--- src/verilog/utw_pkg.sv ---
// utw_pkg: offsets, field layout and reset values of the upstream
// traffic-class window registers; shared by the register bank and its bench.
package utw_pkg;
   // register offsets inside the device control memory window
   localparam logic [7:0] UTW_OFF_LIMIT0 = 8'h10;
   localparam logic [7:0] UTW_OFF_CTRL1  = 8'h14;
   localparam logic [7:0] UTW_OFF_BASE1  = 8'h18;
   localparam logic [7:0] UTW_OFF_LIMIT1 = 8'h1C;
   localparam logic [7:0] UTW_OFF_CTRL2  = 8'h20;
   localparam logic [7:0] UTW_OFF_BASE2  = 8'h24;
   localparam logic [7:0] UTW_OFF_LIMIT2 = 8'h28;

   // control register layout
   localparam int UTW_CTRL_W     = 4;   // implemented low bits of the control word
   localparam int UTW_EN_BIT     = 0;
   localparam int UTW_TC_LSB     = 1;
   localparam int UTW_TC_MSB     = 3;
   localparam int UTW_TC_W       = 3;

   // reset values
   localparam logic [3:0]  UTW_CTRL_RST  = 4'h0;
   localparam logic [31:0] UTW_ADDR_RST  = 32'h0000_0000;
   localparam logic [2:0]  UTW_TC_ZERO   = 3'h0;

   // number of windows the bridge supports, reported read-only
   localparam logic [3:0]  UTW_WIN_COUNT = 4'h4;
endpackage

--- src/verilog/utw_regs.sv ---
// utw_regs: upstream traffic-class window registers (window 0 limit,
// windows 1 and 2 complete) and the address-to-class lookup they steer.
// Assumes the register port and the request port come from logic on clock_i;
// window 0 control and base live in a neighbouring bank and arrive as inputs.
//
// Functional notes
// RULE_01: limit registers 32-bit read/write, reset zero
// RULE_02: base/limit stay read/write while window disabled
// RULE_03: base registers 32-bit read/write, reset zero
// RULE_04: control bits 15..4 read zero, ignore writes
// RULE_05: control registers reset to zero
// RULE_06: control bits 3..1 select traffic class
// RULE_07: control bit 0 enables window; off means ignored
// RULE_08: enabled window hit gets its traffic class
// RULE_09: window 1 at 14h/18h/1Ch; limit 0 at 10h
// RULE_10: window 2 at 20h, 24h, 28h
// RULE_11: global enable off forces class zero
// RULE_12: report four windows in read-only count field
// RULE_13: inclusive bounds; lowest window wins overlaps
`timescale 1ns/1ns
module utw_regs #(
   parameter int NUM_WIN = 3
) (
   input  wire logic                         clock_i,
   input  wire logic                         rst_n_i,
   // register port
   input  wire logic                         reg_wr_i,
   input  wire logic                         reg_rd_i,
   input  wire logic [7:0]                   reg_addr_i,
   input  wire logic [31:0]                  reg_wdata_i,
   output logic      [31:0]                  reg_rdata_o,
   output logic                              reg_rvalid_o,
   // state held elsewhere in the bridge
   input  wire logic                         global_class_map_enable_i,
   input  wire logic [utw_pkg::UTW_CTRL_W-1:0] win0_ctrl_i,
   input  wire logic [31:0]                  win0_base_i,
   output logic      [3:0]                   window_count_field_o,
   // upstream request lookup
   input  wire logic                         up_req_i,
   input  wire logic [31:0]                  up_addr_i,
   output logic                              up_valid_o,
   output logic                              up_hit_o,
   output logic      [utw_pkg::UTW_TC_W-1:0] up_tc_o
);
   import utw_pkg::*;

   // address match helper, used by both the write and the read decode
   function automatic logic at(input logic [7:0] a, input logic [7:0] off);
      return a == off;
   endfunction

   // storage: index 0 of ctrl/base is unused here (window 0 comes in on ports)
   logic [UTW_CTRL_W-1:0] ctrl_r  [NUM_WIN];
   logic [31:0]           base_r  [NUM_WIN];
   logic [31:0]           limit_r [NUM_WIN];

   logic [31:0]           rdata_r;
   logic [31:0]           rdata_nxt;
   logic                  rvalid_r;
   logic                  up_valid_r;
   logic                  up_hit_r;
   logic                  up_hit_nxt;
   logic [UTW_TC_W-1:0]   up_tc_r;
   logic [UTW_TC_W-1:0]   up_tc_nxt;

   // write decode per register
   wire wr_limit0 = reg_wr_i && at(reg_addr_i, UTW_OFF_LIMIT0);
   wire wr_ctrl1  = reg_wr_i && at(reg_addr_i, UTW_OFF_CTRL1);
   wire wr_base1  = reg_wr_i && at(reg_addr_i, UTW_OFF_BASE1);
   wire wr_limit1 = reg_wr_i && at(reg_addr_i, UTW_OFF_LIMIT1);
   wire wr_ctrl2  = reg_wr_i && at(reg_addr_i, UTW_OFF_CTRL2);
   wire wr_base2  = reg_wr_i && at(reg_addr_i, UTW_OFF_BASE2);
   wire wr_limit2 = reg_wr_i && at(reg_addr_i, UTW_OFF_LIMIT2);

   // writes are accepted whatever the enable bit says: disabled windows are
   // plain scratch storage [RULE_02]
   always_ff @(posedge clock_i or negedge rst_n_i) begin
      if (!rst_n_i) begin
         for (int i = 0; i < NUM_WIN; i++) begin
            ctrl_r[i]  <= UTW_CTRL_RST;   // [RULE_05]
            base_r[i]  <= UTW_ADDR_RST;   // [RULE_03]
            limit_r[i] <= UTW_ADDR_RST;   // [RULE_01]
         end
      end else begin
         if (wr_limit0) limit_r[0] <= reg_wdata_i;            // [RULE_01] [RULE_09]
         if (wr_ctrl1)  ctrl_r[1]  <= reg_wdata_i[3:0];       // [RULE_04] [RULE_09]
         if (wr_base1)  base_r[1]  <= reg_wdata_i;            // [RULE_03] [RULE_09]
         if (wr_limit1) limit_r[1] <= reg_wdata_i;            // [RULE_01] [RULE_09]
         if (wr_ctrl2)  ctrl_r[2]  <= reg_wdata_i[3:0];       // [RULE_04] [RULE_10]
         if (wr_base2)  base_r[2]  <= reg_wdata_i;            // [RULE_03] [RULE_10]
         if (wr_limit2) limit_r[2] <= reg_wdata_i;            // [RULE_01] [RULE_10]
      end
   end

   // read mux; control words zero-extend so bits 31..4 read zero, and an
   // unmapped offset reads zero [RULE_04]
   assign rdata_nxt =
      at(reg_addr_i, UTW_OFF_LIMIT0) ? limit_r[0] :
      at(reg_addr_i, UTW_OFF_CTRL1)  ? {28'h0000000, ctrl_r[1]} :
      at(reg_addr_i, UTW_OFF_BASE1)  ? base_r[1] :
      at(reg_addr_i, UTW_OFF_LIMIT1) ? limit_r[1] :
      at(reg_addr_i, UTW_OFF_CTRL2)  ? {28'h0000000, ctrl_r[2]} :
      at(reg_addr_i, UTW_OFF_BASE2)  ? base_r[2] :
      at(reg_addr_i, UTW_OFF_LIMIT2) ? limit_r[2] : 32'h0000_0000;

   // read data is registered: one cycle from strobe to rvalid
   always_ff @(posedge clock_i or negedge rst_n_i) begin
      if (!rst_n_i) begin
         rdata_r  <= 32'h0000_0000;
         rvalid_r <= 1'b0;
      end else begin
         rdata_r  <= reg_rd_i ? rdata_nxt : rdata_r;
         rvalid_r <= reg_rd_i;
      end
   end

   assign reg_rdata_o          = rdata_r;
   assign reg_rvalid_o         = rvalid_r;
   assign window_count_field_o = UTW_WIN_COUNT;   // [RULE_12]

   // per-window view: window 0 control and base come from outside
   logic                win_en  [NUM_WIN];
   logic [UTW_TC_W-1:0] win_tc  [NUM_WIN];
   logic [31:0]         win_lo  [NUM_WIN];
   logic [NUM_WIN-1:0]  win_hit;

   genvar g;
   generate
      for (g = 0; g < NUM_WIN; g++) begin : g_win
         if (g == 0) begin : g_ext
            assign win_en[g] = win0_ctrl_i[UTW_EN_BIT];
            assign win_tc[g] = win0_ctrl_i[UTW_TC_MSB:UTW_TC_LSB];
            assign win_lo[g] = win0_base_i;
         end else begin : g_loc
            assign win_en[g] = ctrl_r[g][UTW_EN_BIT];                // [RULE_07]
            assign win_tc[g] = ctrl_r[g][UTW_TC_MSB:UTW_TC_LSB];     // [RULE_06]
            assign win_lo[g] = base_r[g];
         end
         // inclusive bounds; global enable gates every window [RULE_13] [RULE_11]
         assign win_hit[g] = global_class_map_enable_i && win_en[g]
                             && (up_addr_i >= win_lo[g]) && (up_addr_i <= limit_r[g]);
      end
   endgenerate

   // priority pick: scan from the top so the lowest hit ends up chosen
   always_comb begin
      up_hit_nxt = 1'b0;
      up_tc_nxt  = UTW_TC_ZERO;                    // [RULE_11]
      for (int i = NUM_WIN - 1; i >= 0; i--) begin
         if (win_hit[i]) begin
            up_hit_nxt = 1'b1;
            up_tc_nxt  = win_tc[i];                // [RULE_08] [RULE_13]
         end
      end
   end

   // lookup result registered: answer one cycle after the request
   always_ff @(posedge clock_i or negedge rst_n_i) begin
      if (!rst_n_i) begin
         up_valid_r <= 1'b0;
         up_hit_r   <= 1'b0;
         up_tc_r    <= UTW_TC_ZERO;
      end else begin
         up_valid_r <= up_req_i;
         up_hit_r   <= up_req_i ? up_hit_nxt : up_hit_r;
         up_tc_r    <= up_req_i ? up_tc_nxt  : up_tc_r;
      end
   end

   assign up_valid_o = up_valid_r;
   assign up_hit_o   = up_hit_r;
   assign up_tc_o    = up_tc_r;
endmodule // utw_regs

--- config.mk ---
export PLATFORM = sky130hd
export DESIGN_NAME = utw_regs
export DESIGN_NICKNAME = d
export VERILOG_FILES = /design/src/verilog/utw_pkg.sv /design/src/verilog/utw_regs.sv
export SDC_FILE = /design/constraint.sdc
export NUM_CORES = 1
export LEC_CHECK = 0
export ABC_AREA = 1
export ABC_CLOCK_PERIOD_IN_PS = 4520
export BUFFER_PORTS_ARGS = -buffer_cell sky130_fd_sc_hd__buf_2
export CAP_MARGIN = 5
export CORE_MARGIN = 2
export CORE_UTILIZATION = 32
export CTS_CLUSTER_SIZE = 40
export DETAILED_ROUTE_END_ITERATION = 8
export HOLD_SLACK_MARGIN = 0.03
export PLACE_DENSITY_LB_ADDON = 0.08
export SLEW_MARGIN = 0
export SYNTH_ARGS = -nofsm -noshare
export SYNTH_HDL_FRONTEND = slang
export SYNTH_SLANG_ARGS = --single-unit
--- constraint.sdc ---
create_clock -name clock_i -period 4.52 [get_ports clock_i]
set_clock_uncertainty 0.15 [all_clocks]
set_input_delay 0.904 -clock clock_i [delete_from_list [all_inputs] [get_ports clock_i]]
set_output_delay 0.904 -clock clock_i [all_outputs]
set_load 0.02 [all_outputs]
Word level (Yosys, flattened, before mapping). Index checks and enable logic that the tools add are counted. W data, S select, Z words.

Output and inout bits: 42. Input bits: 114. Word-level logic and storage cells: 54. Flip-flop bits (word level): 206.

Reduce and logical (&&, ||, !) cells: 16. Eq/ne operators: 7. Mux-type cells: 13. $lt $le $gt $ge: 6.

Operators by type and width (number): $mux W32 (7); $ge A32 B32 Y1 (3); $le A32 B32 Y1 (3); $eq A8 B5 Y1 const B (4); $eq A8 B6 Y1 const B (3); $logic_and A1 B1 Y1 (16); $mux W3 (3); $mux W1 (3).

Logic depth before layout (Yosys ltp).
Depth in word-level cells: 8. Depth in mapped cells: 20.

Worst setup path after synthesis. No wires, ideal clock.

Path type: input -> register. Start point: in win0_base_i[31]. End point: reg up_tc_r[0] (netlist: up_tc_o[0]). Required time: 4305 ps. Data arrival time: 2298 ps. Path slack: 2007 ps. Stages: 14. Path buffers: 0. Setup time: 65 ps. Cells stage by stage: inv_1 > ha_1 > nand2_1 > nor2_1 > nand2_1 > nor4_1 > nand3_1 > nand3_1 > nand3_1 > nand2_1 > inv_1 > nand2_1 > nand2_1 > nand2_1.

Word-level cells in the longest chain between the ends: 4.

Ends and longest elaborated chain: start: declaration (RTL line utw_regs.sv:36) `input wire logic [31:0] win0_base_i,`; $ge A32 B32 Y1 (RTL line utw_regs.sv:141) `&& (up_addr_i >= win_lo[g]) && (up_addr_i <= limit_r[g]);`; $logic_and A1 B1 Y1 (2 in a row) (RTL line utw_regs.sv:141); $mux W3 (RTL line utw_regs.sv:150) `if (win_hit[i]) begin`; end signal: assignment (RTL line utw_regs.sv:166) `up_tc_r <= up_req_i ? up_tc_nxt : up_tc_r;`; end: declaration (RTL line utw_regs.sv:63) `logic [UTW_TC_W-1:0] up_tc_r;`.

No other way between the ends. A chain may end at the register's enable or synchronous reset.

Worst setup path in the final report.
Start point: in up_addr_i[31]. End point: reg up_tc_r[2] (netlist: up_tc_o[2]).

Word-level cells in the longest chain between the ends: 6. Elaborated cells between the ends (all ways): 15. Classes of those cells: 6 x order compare; 3 x mux; 6 x reduce/logical.

Ends and longest elaborated chain: start: declaration (RTL line utw_regs.sv:40) `input wire logic [31:0] up_addr_i,`; $ge A32 B32 Y1 (RTL line utw_regs.sv:141); $logic_and A1 B1 Y1 (2 in a row) (RTL line utw_regs.sv:141); $mux W3 (2 in a row) (RTL line utw_regs.sv:150); $mux W3 (*) (RTL line utw_regs.sv:150).

Mark *: on every way between the ends. The rest lies on a longest branch, timed or not.

==> impl_metrics.tcl <==
set metrics [dict create \
    drtIter0Drc 664 \
    grt_max_degree 80 \
    synth_ff_type "dfrtp_1" \
    min_period_over_period_pct 63.95 \
    post-cts-setup-buffers 0 \
    n_antenna_cell 0 \
    boundaryPins 156 \
    avgSynthCellArea_um2 7.719 \
    synth.cell_area_um2 13450 \
    cts_tree "yes" \
    grt_setup_unrepaired "no" \
    arrival_ns 3.21 \
    ir_worst_vdd_v 0.0002023 \
    path_class "in -> reg" \
    p_int_mw 3.710 \
    end_kind "register" \
    ys_ff_latch 206 \
    clk_latency_ns 0.56 \
    syn-instance-count 1742 \
    die_x_um 209.0 \
    fin_util_pct 37.94 \
    yosys.area.top_type "dfrtp_1" \
    firstDrtPassIters 5 \
    vias 11840 \
    dieArea_um2 43680 \
    grt.total_usage_pct 20.68 \
    crit_path_max_fanout 6 \
    crit_top_cell "nand2_1" \
    async_flop_share_pct 100.0 \
    fin_crit_ns 2.890 \
    synth_top_cell_area_share_pct 38.34 \
    numCtsBuffers 26 \
    synthDistinctLibCells 32 \
    root_buffer "clkbuf_16" \
    cp_data_required_time_ns 4.84 \
    antenna_found_initial 0 \
    cts.htree.levels 1 \
    synth_most_common_cell "nand2_1" \
    fin_tns_setup_ns 0 \
    cts.path.max_buffers 3 \
    wl_per_cell_um 18.26 \
    p_per_area_nw_per_um2 322.7 \
    pwr-share-comb_pct 14.3 \
    setup_viol 0 \
    cpMaxStageDelayCell "nor4_1" \
    sw_frac_of_total_pct 27.27 \
    drive_above_1_share_pct 11.93 \
    tightest_slew_ns 0.8560 \
    grt-ovfl-total 0 \
    path_cells "buf_2 > ha_1 > nand2_1 > nor2_1 > nand2_1 > nor4_1 > buf_4 > nand3_1 > nand3_1 > nand3_1 > nand2_1 > inv_1 > nand2_1 > nand2_1 > nand2_1" \
    place_inst 2394 \
    synthTopCellsByArea "dfrtp_1 38%, ha_1 18%, nand2_1 12%" \
    drv_slew 0 \
    dpl_cell_area_um2 14830 \
    yosys_warnings 0 \
    drt-total-wl_mm 44.57 \
    ant_nets 0 \
    critical-path-top-delay-family "simple AND/OR/NAND/NOR gates" \
    max_cap_violations 0 \
    grt_pass1_vias 11970 \
    numPortBuffers 151 \
    hold_class "in -> async" \
    p_clk_share_pct 46.5 \
    viasPerCell 4.850 \
    initial_core_util_pct 32.27 \
    fin_area_um2 15810 \
    drc_errors 0 \
    slew_headroom_pct 42.93 \
    hold_viol 0 \
    cp-start-kind "input pin" \
    die_height_um 209.0 \
    dpl.hpwl_mm 31.91 \
    max_freq_ghz 0.3460 \
    fin_hold_ws_ns 0.1912 \
    yosys-top-cells-count "423 x nand2_1, 280 x inv_1, 206 x dfrtp_1, 192 x ha_1, 159 x o21ai_0" \
    synth_seq_area_share_pct 38.34 \
    dp_slack_ns 1.059 \
    postCtsHoldBufs 0 \
    stdcell_count 2441 \
    fin_ws_ns 1.630 \
    cts-resized-gates 0 \
    p_total_mw 5.101 \
    synth_edf_count 0 \
    core-area_um2 41670 \
    clk_pin_slew_ns 0.06 \
    crit_path_max_incr_delay_ns 0.44 \
    share_seq_of_total_power_pct 39.2 \
    grt_pass1_wl_mm 69.49 \
    num_rows 75 \
    worst-path-buf-inv 3 \
    syn2layout_area_growth_pct 17.56 \
    final_nets 2189 \
    p_leak_nw 7.686 \
    outcome "finished, final reports clean" \
    cts_sinks 206 \
    p_switching_mw 1.391 \
    gp_congestion 0.8689 \
]
-- state kept, by name, indices dropped and copies added (netlist names) --
name	cells
reg_rdata_o	32
base_r	64
reg_rvalid_o	1
up_tc_o	3
limit_r	96
up_valid_o	1
up_hit_o	1
ctrl_r	8
-- power by group through the flow --
stage          sequential [mW]  combinational, mW  clock, mW
3_5_place_dp              2.03              0.743          0
2_1_floorplan             2.03              0.422          0
3_3_place_gp              2.03              0.734          0
6_report                  2.00              0.732       2.37
4_1_cts                   2.00              0.747       2.42
5_1_grt                   2.01              0.859       2.51
-- kinds of logic (layout without fill, tap and decap cells) --
group	after synthesis	after routing	share of synthesized area [%]
buf+inv	341	499	9.724
flops	206	206	38.34
other cells	2	4	0.05585
compound gates	419	419	16.70
simple gates	582	582	17.32
fa+ha+maj	192	192	17.87
-- placed cells by master, fill, tap and decap left out, types with 2 or more instances in the layout --
| cell type | netlist | layout |
|---|---|---|
| bufinv_16 | 0 | 6 |
| conb_1 | 2 | 4 |
| o2111ai_1 | 3 | 3 |
| a21oi_1 | 142 | 142 |
| a21o_1 | 5 | 5 |
| nand3_1 | 24 | 23 |
| ha_1 | 192 | 192 |
| nor4_1 | 2 | 2 |
| o21a_1 | 8 | 8 |
| dfrtp_1 | 206 | 206 |
| a221oi_1 | 8 | 8 |
| buf_2 | 7 | 150 |
| o21bai_1 | 5 | 5 |
| clkbuf_8 | 0 | 7 |
| clkbuf_1 | 42 | 3 |
| clkbuf_16 | 0 | 26 |
| buf_12 | 0 | 3 |
| nor2_1 | 99 | 98 |
| clkinv_2 | 0 | 2 |
| nand4_1 | 16 | 16 |
| inv_2 | 5 | 5 |
| buf_4 | 5 | 12 |
| o21ai_0 | 159 | 159 |
| inv_1 | 280 | 280 |
| nor3_1 | 9 | 9 |
| a31oi_1 | 19 | 19 |
| clkinvlp_4 | 0 | 2 |
| nand2_2 | 4 | 5 |
| o22ai_1 | 31 | 31 |
| o21ai_1 | 39 | 39 |
| nand2_1 | 423 | 421 |
-- area by class of cell --
type	count	area, um2
clock buffers	36	758.2
clock inverters	11	221.5
fillers	4498	25860
inverters	286	1074
multi-input cells	1197	7009
flip-flops and latches	206	5155
well taps	539	674.4
repair buffers	166	915.9
-- final timing paths --
path | startpoint | to | slack (ns) | cells after the start
max | up_addr_i[31] | up_tc_o[2]$_DFFE_PN0P_ | 1.63 | 15
min | rst_n_i | reg_rdata_o[18]$_DFFE_PN0P_ | 0.19 | 1
max reg2reg | limit_r[87]$_DFFE_PN0P_ | up_tc_o[2]$_DFFE_PN0P_ | 1.80 | 14
min reg2reg | reg_rdata_o[1]$_DFFE_PN0P_ | reg_rdata_o[1]$_DFFE_PN0P_ | 0.33 | 2
max in group asynchronous | rst_n_i | limit_r[68]$_DFFE_PN0P_ | 3.08 | 2
min in group clock_i | reg_rdata_o[1]$_DFFE_PN0P_ | reg_rdata_o[1]$_DFFE_PN0P_ | 0.33 | 2
-- per-layer routing --
metal / vias up / global-route usage, % / part of all wire (%)
li1: 5991 / - / -
met1: 5526 / 27.00 / 45
met2: 248 / 35.48 / 47
met3: 75 / 2.540 / 4.1
met4: 0 / 6.921 / 3.4
met5: - / 0 / 0
(Power assumes the default switching activity.)
